**config.mk**
```make
export PLATFORM = sky130hd
export DESIGN_NAME = bta_top
export DESIGN_NICKNAME = d
export VERILOG_FILES = /design/src/core/bta_top.v
export VERILOG_INCLUDE_DIRS = /design/src /design/src/core
export SDC_FILE = /design/constraint.sdc
export NUM_CORES = 1
export LEC_CHECK = 0
export BUFFER_PORTS_ARGS = -buffer_cell sky130_fd_sc_hd__buf_2
export CORE_UTILIZATION = 40
export CTS_BUF_LIST = sky130_fd_sc_hd__clkbuf_4 sky130_fd_sc_hd__clkbuf_8
export DETAILED_ROUTE_END_ITERATION = 8
export SYNTH_ARGS = -nofsm -noshare
export SYNTH_HDL_FRONTEND = slang
export SYNTH_SLANG_ARGS = --single-unit
```
**constraint.sdc**
```tcl
create_clock -name MCLK -period 1.4 [get_ports MCLK]
set_input_delay 0.07 -clock MCLK [delete_from_list [all_inputs] [get_ports MCLK]]
set_output_delay 0.07 -clock MCLK [all_outputs]
set_load 0.03 [all_outputs]
```
**src/core/bta_defs.vh**
```
`ifndef BTA_DEFS_VH
`define BTA_DEFS_VH

// ************************************************************
// Instruction register.
// ************************************************************
`define BTA_IR_LEN        2
`define BTA_IR_EXTEST     2'h0
`define BTA_IR_SAMPLE     2'h1
`define BTA_IR_SPARE      2'h2
`define BTA_IR_BYPASS     2'h3
`define BTA_IR_RESET_VAL  2'h3
`define BTA_IR_CAPTURE    2'h1

// ************************************************************
// Pin counts.
// ************************************************************
`define BTA_N_IN          4
`define BTA_N_OUT         4
`define BTA_N_BIDI        2
`define BTA_N_SYNC        15

// ************************************************************
// Boundary chain layout, bit 0 nearest the serial output.
// ************************************************************
`define BTA_BSR_LEN       14
`define BTA_BSR_IN_LO     0
`define BTA_BSR_BIN_LO    4
`define BTA_BSR_OUT_LO    6
`define BTA_BSR_BOUT_LO   10
`define BTA_BSR_BOE_LO    12

// ************************************************************
// Synchroniser vector layout.
// ************************************************************
`define BTA_SY_IN_LO      0
`define BTA_SY_BIDI_LO    4
`define BTA_SY_OUTRB_LO   6
`define BTA_SY_TCK        10
`define BTA_SY_TMS        11
`define BTA_SY_TDI        12
`define BTA_SY_TEST       13
`define BTA_SY_TRST_N     14

`endif

```
**src/core/bta_top.v**
```verilog
`timescale 1ns/1ps
`include "bta_defs.vh"

// What this block does
// - Instruction register all ones selects the bypass path from serial in to out.
// - Bypass is one stage capturing serial input, muxed onto serial output.
// - Controller state advances only on test clock rising edges, standard diagram.
// - Shift selects, update strobe and serial output change on test clock falling edges.
// - Each controller branch follows the sampled level of mode select.
// - Test port pins: clock, mode select, data in, data out, optional reset.
// - Each output cell muxes system value or scan-held value onto the pin.
// - Mapping mode drives outputs from input data while the test pin is high.
// - Surplus inputs merge through OR gates, the two bidirectional pins onto outputs 0 and 1.
// - In mapping mode each bidirectional pin acts only as an input.
// - Input-only mode ORs all inputs onto one observation pin.
// - Bidirectional pins are released to high impedance during input-only test.
// - Extended input-only test disables every output driver and observes it.
// - Instruction capture loads one into the low bit, zero into the next.
// - Test reset and system reset force the instruction to bypass.
// - During instruction shift the serial output carries instruction register bits.
module bta_top (
   input  wire                      MCLK,
   input  wire                      SYS_RST,
   input  wire                      TCK,
   input  wire                      TMS,
   input  wire                      TDI,
   input  wire                      TRST_N,
   output reg                       TDO,
   output reg                       TDO_OE,
   input  wire                      TEST_PIN,
   input  wire                      MAP_SEL,
   input  wire [`BTA_N_IN-1:0]      PIN_IN,
   input  wire [`BTA_N_OUT-1:0]     PIN_OUT_I,
   output reg  [`BTA_N_OUT-1:0]     PIN_OUT_O,
   output reg  [`BTA_N_OUT-1:0]     PIN_OUT_OE,
   input  wire [`BTA_N_BIDI-1:0]    BIDI_I,
   output reg  [`BTA_N_BIDI-1:0]    BIDI_O,
   output reg  [`BTA_N_BIDI-1:0]    BIDI_OE,
   output reg                       OBSERVATION_OUTPUT_PIN,
   input  wire [`BTA_N_OUT-1:0]     CORE_OUT,
   input  wire [`BTA_N_BIDI-1:0]    CORE_BIDI_O,
   input  wire [`BTA_N_BIDI-1:0]    CORE_BIDI_OE,
   output reg  [`BTA_N_IN-1:0]      CORE_IN,
   output reg  [`BTA_N_BIDI-1:0]    CORE_BIDI_IN
);

   localparam [3:0] ST_RESET   = 4'h0;
   localparam [3:0] ST_IDLE    = 4'h1;
   localparam [3:0] ST_SEL_DR  = 4'h2;
   localparam [3:0] ST_CAP_DR  = 4'h3;
   localparam [3:0] ST_SH_DR   = 4'h4;
   localparam [3:0] ST_EX1_DR  = 4'h5;
   localparam [3:0] ST_PA_DR   = 4'h6;
   localparam [3:0] ST_EX2_DR  = 4'h7;
   localparam [3:0] ST_UP_DR   = 4'h8;
   localparam [3:0] ST_SEL_IR  = 4'h9;
   localparam [3:0] ST_CAP_IR  = 4'ha;
   localparam [3:0] ST_SH_IR   = 4'hb;
   localparam [3:0] ST_EX1_IR  = 4'hc;
   localparam [3:0] ST_PA_IR   = 4'hd;
   localparam [3:0] ST_EX2_IR  = 4'he;
   localparam [3:0] ST_UP_IR   = 4'hf;

   // ************************************************************
   // Input synchronisers.
   // ************************************************************
   reg  [`BTA_N_SYNC-1:0]   sync1;
   reg  [`BTA_N_SYNC-1:0]   sync2;
   reg                      tck_last;
   wire [`BTA_N_SYNC-1:0]   pin_raw;
   wire                     tck_rise;
   wire                     tck_fall;
   wire                     tms;
   wire                     tdi;
   wire                     test_on;
   wire                     tap_rst;
   wire [`BTA_N_IN-1:0]     in_s;
   wire [`BTA_N_BIDI-1:0]   bidi_s;
   wire [`BTA_N_OUT-1:0]    outrb_s;

   // Every pin except MAP_SEL and SYS_RST, the test clock included, passes two flip-flops before any logic reads it.
   assign pin_raw = {TRST_N, TEST_PIN, TDI, TMS, TCK, PIN_OUT_I, BIDI_I, PIN_IN};

   always @(posedge MCLK) begin
      if (SYS_RST) begin
         sync1    <= {`BTA_N_SYNC{1'b0}};
         sync2    <= {`BTA_N_SYNC{1'b0}};
         tck_last <= 1'b0;
      end else begin
         sync1    <= pin_raw;
         sync2    <= sync1;
         tck_last <= sync2[`BTA_SY_TCK];
      end
   end

   // A test clock edge is seen in the same system clock that it leaves the second flip-flop.
   assign tck_rise = sync2[`BTA_SY_TCK] & ~tck_last;
   assign tck_fall = ~sync2[`BTA_SY_TCK] & tck_last;
   assign tms      = sync2[`BTA_SY_TMS];
   assign tdi      = sync2[`BTA_SY_TDI];
   assign test_on  = sync2[`BTA_SY_TEST];
   assign tap_rst  = SYS_RST | ~sync2[`BTA_SY_TRST_N];
   assign in_s     = sync2[`BTA_SY_IN_LO +: `BTA_N_IN];
   assign bidi_s   = sync2[`BTA_SY_BIDI_LO +: `BTA_N_BIDI];
   assign outrb_s  = sync2[`BTA_SY_OUTRB_LO +: `BTA_N_OUT];

   // ************************************************************
   // Controller next state.
   // ************************************************************
   reg  [3:0] state;
   reg  [3:0] next_state;

   // Each branch follows the synchronised mode select as it stands at the test clock rise.
   always @* begin
      case (state)
         ST_RESET:  next_state = tms ? ST_RESET  : ST_IDLE;
         ST_IDLE:   next_state = tms ? ST_SEL_DR : ST_IDLE;
         ST_SEL_DR: next_state = tms ? ST_SEL_IR : ST_CAP_DR;
         ST_CAP_DR: next_state = tms ? ST_EX1_DR : ST_SH_DR;
         ST_SH_DR:  next_state = tms ? ST_EX1_DR : ST_SH_DR;
         ST_EX1_DR: next_state = tms ? ST_UP_DR  : ST_PA_DR;
         ST_PA_DR:  next_state = tms ? ST_EX2_DR : ST_PA_DR;
         ST_EX2_DR: next_state = tms ? ST_UP_DR  : ST_SH_DR;
         ST_UP_DR:  next_state = tms ? ST_SEL_DR : ST_IDLE;
         ST_SEL_IR: next_state = tms ? ST_RESET  : ST_CAP_IR;
         ST_CAP_IR: next_state = tms ? ST_EX1_IR : ST_SH_IR;
         ST_SH_IR:  next_state = tms ? ST_EX1_IR : ST_SH_IR;
         ST_EX1_IR: next_state = tms ? ST_UP_IR  : ST_PA_IR;
         ST_PA_IR:  next_state = tms ? ST_EX2_IR : ST_PA_IR;
         ST_EX2_IR: next_state = tms ? ST_UP_IR  : ST_SH_IR;
         ST_UP_IR:  next_state = tms ? ST_SEL_DR : ST_IDLE;
         default:   next_state = ST_RESET;
      endcase
   end

   // ************************************************************
   // Scan registers on the test clock rising edge.
   // ************************************************************
   reg  [`BTA_IR_LEN-1:0]   ir;
   reg  [`BTA_IR_LEN-1:0]   ir_sh;
   reg  [`BTA_BSR_LEN-1:0]  bsr_sh;
   reg  [`BTA_BSR_LEN-1:0]  bsr_upd;
   reg                      bypass_bit;
   reg                      data_shift_select;
   reg                      instruction_shift_select;
   reg                      data_update_strobe;
   reg                      data_capture_clock;
   wire                     sel_bypass;
   wire                     extest;
   wire [`BTA_BSR_LEN-1:0]  bsr_cap;

   assign sel_bypass = (ir == `BTA_IR_BYPASS) | (ir == `BTA_IR_SPARE);
   assign extest     = (ir == `BTA_IR_EXTEST);
   assign bsr_cap    = {CORE_BIDI_OE, CORE_BIDI_O, CORE_OUT, bidi_s, in_s};

   // Data capture and both shifts follow the control levels registered at the previous falling edge; instruction capture decodes the state.
   always @(posedge MCLK) begin
      if (tap_rst) begin
         state      <= ST_RESET;
         ir_sh      <= `BTA_IR_RESET_VAL;
         bsr_sh     <= {`BTA_BSR_LEN{1'b0}};
         bypass_bit <= 1'b0;
      end else if (tck_rise) begin
         state <= next_state;
         if (state == ST_CAP_IR) begin
            ir_sh <= `BTA_IR_CAPTURE;
         end else if (instruction_shift_select) begin
            ir_sh <= {tdi, ir_sh[`BTA_IR_LEN-1:1]};
         end
         if (data_capture_clock) begin
            if (!data_shift_select) begin
               bypass_bit <= 1'b0;
               if (!sel_bypass) begin
                  bsr_sh <= bsr_cap;
               end
            end else if (sel_bypass) begin
               bypass_bit <= tdi;
            end else begin
               bsr_sh <= {tdi, bsr_sh[`BTA_BSR_LEN-1:1]};
            end
         end
      end
   end

   // ************************************************************
   // Control outputs, instruction update and serial out on the falling edge.
   // ************************************************************
   // The holding register reloads while the update strobe stands, so pins never see a shifting chain.
   always @(posedge MCLK) begin
      if (tap_rst) begin
         ir                       <= `BTA_IR_RESET_VAL;
         bsr_upd                  <= {`BTA_BSR_LEN{1'b0}};
         data_shift_select        <= 1'b0;
         instruction_shift_select <= 1'b0;
         data_update_strobe       <= 1'b0;
         data_capture_clock       <= 1'b0;
         TDO                      <= 1'b0;
         TDO_OE                   <= 1'b0;
      end else if (tck_fall) begin
         data_shift_select        <= (state == ST_SH_DR);
         instruction_shift_select <= (state == ST_SH_IR);
         data_update_strobe       <= (state == ST_UP_DR);
         data_capture_clock       <= (state == ST_CAP_DR) | (state == ST_SH_DR);
         TDO_OE                   <= (state == ST_SH_DR) | (state == ST_SH_IR);
         if (state == ST_SH_IR) begin
            TDO <= ir_sh[0];
         end else if (sel_bypass) begin
            TDO <= bypass_bit;
         end else begin
            TDO <= bsr_sh[0];
         end
         if (state == ST_UP_IR) begin
            ir <= ir_sh;
         end
      end else if (data_update_strobe && !sel_bypass) begin
         bsr_upd <= bsr_sh;
      end
   end

   // ************************************************************
   // Alternative test modes.
   // ************************************************************
   wire                     map_mode;
   wire                     inonly_mode;
   wire [`BTA_N_OUT-1:0]    map_data;
   wire [3:0]               or_grp;
   wire                     observe;

   assign map_mode    = test_on & MAP_SEL;
   assign inonly_mode = test_on & ~MAP_SEL;

   // Six mapped inputs share four outputs, so the bidirectional pins fold in through OR gates.
   assign map_data[0] = in_s[0] | bidi_s[0];
   assign map_data[1] = in_s[1] | bidi_s[1];
   assign map_data[2] = in_s[2];
   assign map_data[3] = in_s[3];

   // Input-only mode sees every input, bidirectional and read-back output pin on one line.
   assign or_grp[0] = |in_s;
   assign or_grp[1] = |bidi_s;
   assign or_grp[2] = |outrb_s;
   assign or_grp[3] = 1'b0;
   assign observe   = ~(&(~or_grp));

   // ************************************************************
   // Pin drivers.
   // ************************************************************
   // Test modes win over the scan instruction, and a test reset returns these drivers to system values by forcing bypass.
   genvar gi;
   generate
      for (gi = 0; gi < `BTA_N_OUT; gi = gi + 1) begin : g_out
         always @(posedge MCLK) begin
            if (SYS_RST) begin
               PIN_OUT_O[gi]  <= 1'b0;
               PIN_OUT_OE[gi] <= 1'b0;
            end else if (map_mode) begin
               PIN_OUT_O[gi]  <= map_data[gi];
               PIN_OUT_OE[gi] <= 1'b1;
            end else if (inonly_mode) begin
               PIN_OUT_O[gi]  <= 1'b0;
               PIN_OUT_OE[gi] <= 1'b0;
            end else begin
               PIN_OUT_O[gi]  <= extest ? bsr_upd[`BTA_BSR_OUT_LO + gi] : CORE_OUT[gi];
               PIN_OUT_OE[gi] <= 1'b1;
            end
         end
      end
      for (gi = 0; gi < `BTA_N_BIDI; gi = gi + 1) begin : g_bidi
         always @(posedge MCLK) begin
            if (SYS_RST) begin
               BIDI_O[gi]  <= 1'b0;
               BIDI_OE[gi] <= 1'b0;
            end else if (test_on) begin
               BIDI_O[gi]  <= 1'b0;
               BIDI_OE[gi] <= 1'b0;
            end else if (extest) begin
               BIDI_O[gi]  <= bsr_upd[`BTA_BSR_BOUT_LO + gi];
               BIDI_OE[gi] <= bsr_upd[`BTA_BSR_BOE_LO + gi];
            end else begin
               BIDI_O[gi]  <= CORE_BIDI_O[gi];
               BIDI_OE[gi] <= CORE_BIDI_OE[gi];
            end
         end
      end
   endgenerate

   always @(posedge MCLK) begin
      if (SYS_RST) begin
         OBSERVATION_OUTPUT_PIN <= 1'b0;
         CORE_IN                <= {`BTA_N_IN{1'b0}};
         CORE_BIDI_IN           <= {`BTA_N_BIDI{1'b0}};
      end else begin
         OBSERVATION_OUTPUT_PIN <= inonly_mode & observe;
         CORE_IN                <= in_s;
         CORE_BIDI_IN           <= bidi_s;
      end
   end

endmodule // bta_top

```
Word level (Yosys, flattened, before mapping)
Cells that the tools add are included.
Storage, ports and cells
  memories kept: 0
  input port bits: 26
  bits in writable memories: 0
  bits in latches: 0
  register bits after elaboration: 90
  output and inout port bits: 21
  bits in read-only memories: 0
Operators by class
  equality and inequality tests: 18
  mux-type cells: 40
  add/subtract/negate cells: 0
  divide/modulo/power cells: 0
  multipliers: 0
  shift operators: 0
  bitwise operators: 19
  magnitude comparators: 0
  reductions and logical operators: 18
Operator list (count)
  $pmux 4 s12: 1
  $mux 14: 3
  $eq 4x4->1 const B: 8
  $mux 1: 25
  $eq 4x3->1 const B: 4
  $mux 4: 4
  $mux 2: 5
  $eq 4x2->1 const B: 2
  $reduce_or 2->1: 4
  $reduce_or 4->1: 2
  $not 1->1: 7
  $mux 3: 2
  $or 1x1->1: 6
  $reduce_and 2->1: 3
  $reduce_and 3->1: 2
  $and 1x1->1: 5
  $eq 2x2->1 const B: 2
  $eq 4x1->1 const B: 1
  $logic_not 4->1: 1
  $not 3->4: 1
  $reduce_and 4->1: 1
  $reduce_or 3->1: 1
  $logic_not 2->1: 1
  $ne 2x1->1 const B: 1
  other kinds (3): 3

Logic depth before layout (Yosys ltp)
  word-level depth: 5
  gate-level depth with buffers: 6
  mapped depth without buffers: 4

Worst setup path after synthesis
No wires, ideal clock.
  path kind: flip-flop to flip-flop
  from: register state[3]
  to: register ir[0]
  period minus slack after synthesis: 1.290 ns
  setup slack: 0.110 ns
  stages on the path, launching flop included: 7
  arrival: 1.165 ns
  library setup time: 0.125 ns
  path through: dfxtp_1 buf_6 buf_2 nand2_1 nor3_2 mux2i_1 nand2_1
Between the ends
  word-level cells in the longest chain between the ends: 2
Ends and longest elaborated chain
  start: declaration: RTL line bta_top.v:110  | reg [3:0] state;
  start signal: assignment: RTL line bta_top.v:164  | state <= next_state;
  $eq 4x4->1: RTL line bta_top.v:212  | if (state == ST_UP_IR) begin
  $reduce_and 2->1 (no source line)
  end signal: assignment: RTL line bta_top.v:191  | ir <= `BTA_IR_RESET_VAL;
  end signal: assignment: RTL line bta_top.v:213  | ir <= ir_sh;
  end: declaration: RTL line bta_top.v:139  | reg [`BTA_IR_LEN-1:0] ir;
Every way passes these cells.
A chain may end at the register's enable or synchronous reset.

Final worst setup path
  from: register state[3]
  to: register state[1]
Between the ends
  word-level cells in the longest chain between the ends: 3
  elaborated cells on any way between the ends: 20
  those cells by class: 15 x eq/ne; 1 x mux; 4 x reduce/logical
Ends and longest elaborated chain
  $eq 4x4->1 (tied with other cells): RTL line bta_top.v:115  | case (state)
  $reduce_or 3->1 (no source line) or $reduce_or 2->1 (tied branches)
  $pmux 4 s12 *: RTL line bta_top.v:115
Every way passes the cells marked *; elsewhere a longest branch is shown, timed or not.

==> results.json <==
{
  "post-cts-setup-buffer-count": 0,
  "maxSlewHeadroom_pct": 75.6,
  "cts_buffers": 9,
  "place_area_mm2": 0.00368,
  "n_fill_cell": 764,
  "place_congestion": 0.775,
  "wl_per_cell_um": 12.9,
  "row_count": 32,
  "cts_sinks": 84,
  "ys.flop_type": "dfxtp_1",
  "syn_area_per_cell_um2": 9.99,
  "fmax_ghz": 0.772,
  "skew_ps": 8.28,
  "initial_utilization_pct": 42.0,
  "yosysSeqAreaShare_pct": 51.0,
  "slew_violations": 0,
  "wl_mm": 6.52,
  "final_cell_count_no_fill": 505,
  "p_comb_share_pct": 6.9,
  "critical_path_class": "register to register",
  "fin_util_pct": 51.8,
  "synthCells": 330,
  "p_leak_uw": 0.00150,
  "net-switching-power_uw": 1050,
  "core_area_mm2": 0.00785,
  "synth_common_cells": "84 x dfxtp_1, 43 x nor2b_1, 35 x nor2_1, 31 x mux2i_1, 16 x nand2_1",
  "synth_enable_flop_cells": 0,
  "antenna_found_initial": 0,
  "num_io_pins": 47,
  "synth.most_common_cell": "dfxtp_1",
  "fp.dieH_um": 92.8,
  "post-place-cells": 472,
  "fp.dieArea_mm2": 0.00861,
  "period_needed_ps": 1300,
  "crit_path_max_fanout": 10,
  "io_buffers": 46,
  "crit_chain": "buf_4 -> nor3b_1 -> o21ai_0 -> a311o_1 -> a21oi_1",
  "synth_mux_area_share_pct": 9.42,
  "worstHoldPathType": "input port to register",
  "grt_pass1_vias": 2426,
  "critical_path_arrival_ps": 1560,
  "ys_async_sr_fraction_pct": 0,
  "worstSetupStartpointType": "register",
  "dp_hpwl_mm": 4.34,
  "first_iter_violations": 117,
  "grt_overflow": 0,
  "synth_fa_ha_area_share_pct": 0,
  "cts_tree": "done",
  "area_growth_pct": 23.4,
  "peakVddDrop_uv": 661,
  "yosysWarnings": 0,
  "pwr-share-clk_pct": 35.8,
  "synth.distinct_cells": 47,
  "layout.nets": 424,
  "end_kind": "register",
  "cpMaxStageDelayCell": "dfxtp_2",
  "synth_fp_nets": 356,
  "status": "finished clean",
  "cts_buffer_depth": 2,
  "power_density_mw_per_mm2": 1060,
  "seqPwrFrac_pct": 57.3,
  "synth_xor_area_share_pct": 0,
  "syn_area_mm2": 0.00330,
  "synth_top_area_share_pct": 51.0,
  "fin_area_mm2": 0.00407,
  "grt_max_degree": 47,
  "die_w_um": 92.8,
  "synth_compound_area_share_pct": 12.6,
  "fin_hold_ws_ps": 23.2,
  "ys_seq_elements": 84,
  "synth_top_family_by_area": "simple AND/OR/NAND/NOR gates",
  "rsz0062_at_grt": "true",
  "clk_pin_slew_worst_paths_ps": 80,
  "clkLatencyLatePin_ps": 340,
  "hold_viol_final": 0,
  "vias": 2495,
  "drc": 0,
  "cts_root_buf": "clkbuf_8",
  "period_share_pct": 92.5,
  "p_sw_share_pct": 24.3,
  "layout-drive-gt1-share_pct": 26.1,
  "setup_viol": 0,
  "worst_pin_slew_ps": 362,
  "yosysTopAreaCell": "dfxtp_1",
  "via_per_inst": 4.94,
  "critPathRequiredTime_ps": 1670,
  "max_stage_delay_ps": 380,
  "multi_input_area_mm2": 0.00144,
  "antenna_cells": 0,
  "total_power_uw": 4320,
  "grt_usage_pct": 16.2,
  "h-tree-depth": 3,
  "dr.pass1.iters": 4,
  "grt_pass1_wl_mm": 10.9,
  "ff_latch_area_mm2": 0.00169,
  "synthTopCellsByArea": "dfxtp_1 51%, mux2i_1 9.4%, nor2b_1 8.2%",
  "ant_nets": 0,
  "synth-simple-area-share_pct": 21.6,
  "drv_cap": 0,
  "p_int_uw": 3270
}
-- through the flow --
step / worst slack (ps) / TNS [ps]
after floorplan: 110 / 0
after global placement: 73.1 / 0
after detailed placement: 61.4 / 0
after CTS: 40.1 / 0
after global routing: -9.33 / -9.33
final: 105 / 0
-- power groups by stage --
stage | Sequential, uW | Clock [uW] | Combinational, uW
4_1_cts | 2470 | 1600 | 299
6_report | 2470 | 1550 | 296
5_1_grt | 2480 | 1700 | 325
2_1_floorplan | 2560 | 0 | 132
3_3_place_gp | 2530 | 0 | 262
3_5_place_dp | 2530 | 0 | 264
-- routing by layer --
layer	share of wire, %	global-route usage (%)	vias to the layer above
met1	49	21.2	1170
met2	46	25.6	52
met5	0	0	-
met3	3.7	4.27	9
li1	-	-	1264
met4	1.2	5.38	0
-- logic make-up after synthesis --
family | after synthesis
buffers and inverters | 29
multiplexers | 31
AO/OA/AOI/OAI | 58
AND/OR/NAND/NOR | 128
flip-flops | 84
-- critical path, delay by kind of cell (launching register included) --
family                 cells  cell delay (ps)
buffers and inverters      1              160
AND/OR/NAND/NOR            1              160
AO/OA/AOI/OAI              3              520
flip-flops                 1              380
-- sequential cells by signal, summed over array words and instances (netlist names), 2 cells and up --
| name | flops |
|---|---|
| bsr_upd | 8 |
| PIN_OUT_O | 4 |
| CORE_IN | 4 |
| sync1 | 15 |
| state | 4 |
| bsr_sh | 14 |
| BIDI_OE | 2 |
| ir_sh | 2 |
| sync2 | 15 |
| CORE_BIDI_IN | 2 |
| BIDI_O | 2 |
| ir | 2 |
-- cells in the final DEF (no fill, tap or decap), types with 3 or more instances in the layout --
cell type	instances
mux2i_1	31
dfxtp_2	8
nand2b_1	6
nor2_1	35
nand3_1	4
a21oi_1	13
a211oi_1	9
o21ai_1	6
a211oi_2	6
a22oi_1	3
buf_4	17
nand2_1	16
dfxtp_1	76
dlygate4sd3_1	16
nor3_1	5
clkinv_4	3
nor2b_1	43
clkbuf_8	9
buf_12	3
o21ai_0	6
a21o_1	3
buf_2	46
-- cell type report --
class / instances / share of cell area (%)
multi-input combinational: 217 / 35.5
inverter: 2 / 0.185
clock inverter: 6 / 1.23
tap: 102 / 3.14
timing repair buffer: 84 / 15.1
sequential: 84 / 41.6
clock buffer: 10 / 3.23
-- timing repair --
item,in CTS,in global routing
hold buffers,16,0
setup endpoints to repair,0,16
hold endpoints to repair,16,0
resized for setup,0,11
-- final timing paths --
path	start	to	slack [ps]	cells past startpoint
max	state[3]	state[1]	100	5
min	MAP_SEL	PIN_OUT_OE[3]	20	3
max reg2reg	state[3]	state[1]	100	5
min reg2reg	sync1[0]	sync2[0]	440	1
No activity file was read; power rests on OpenSTA's default activity.
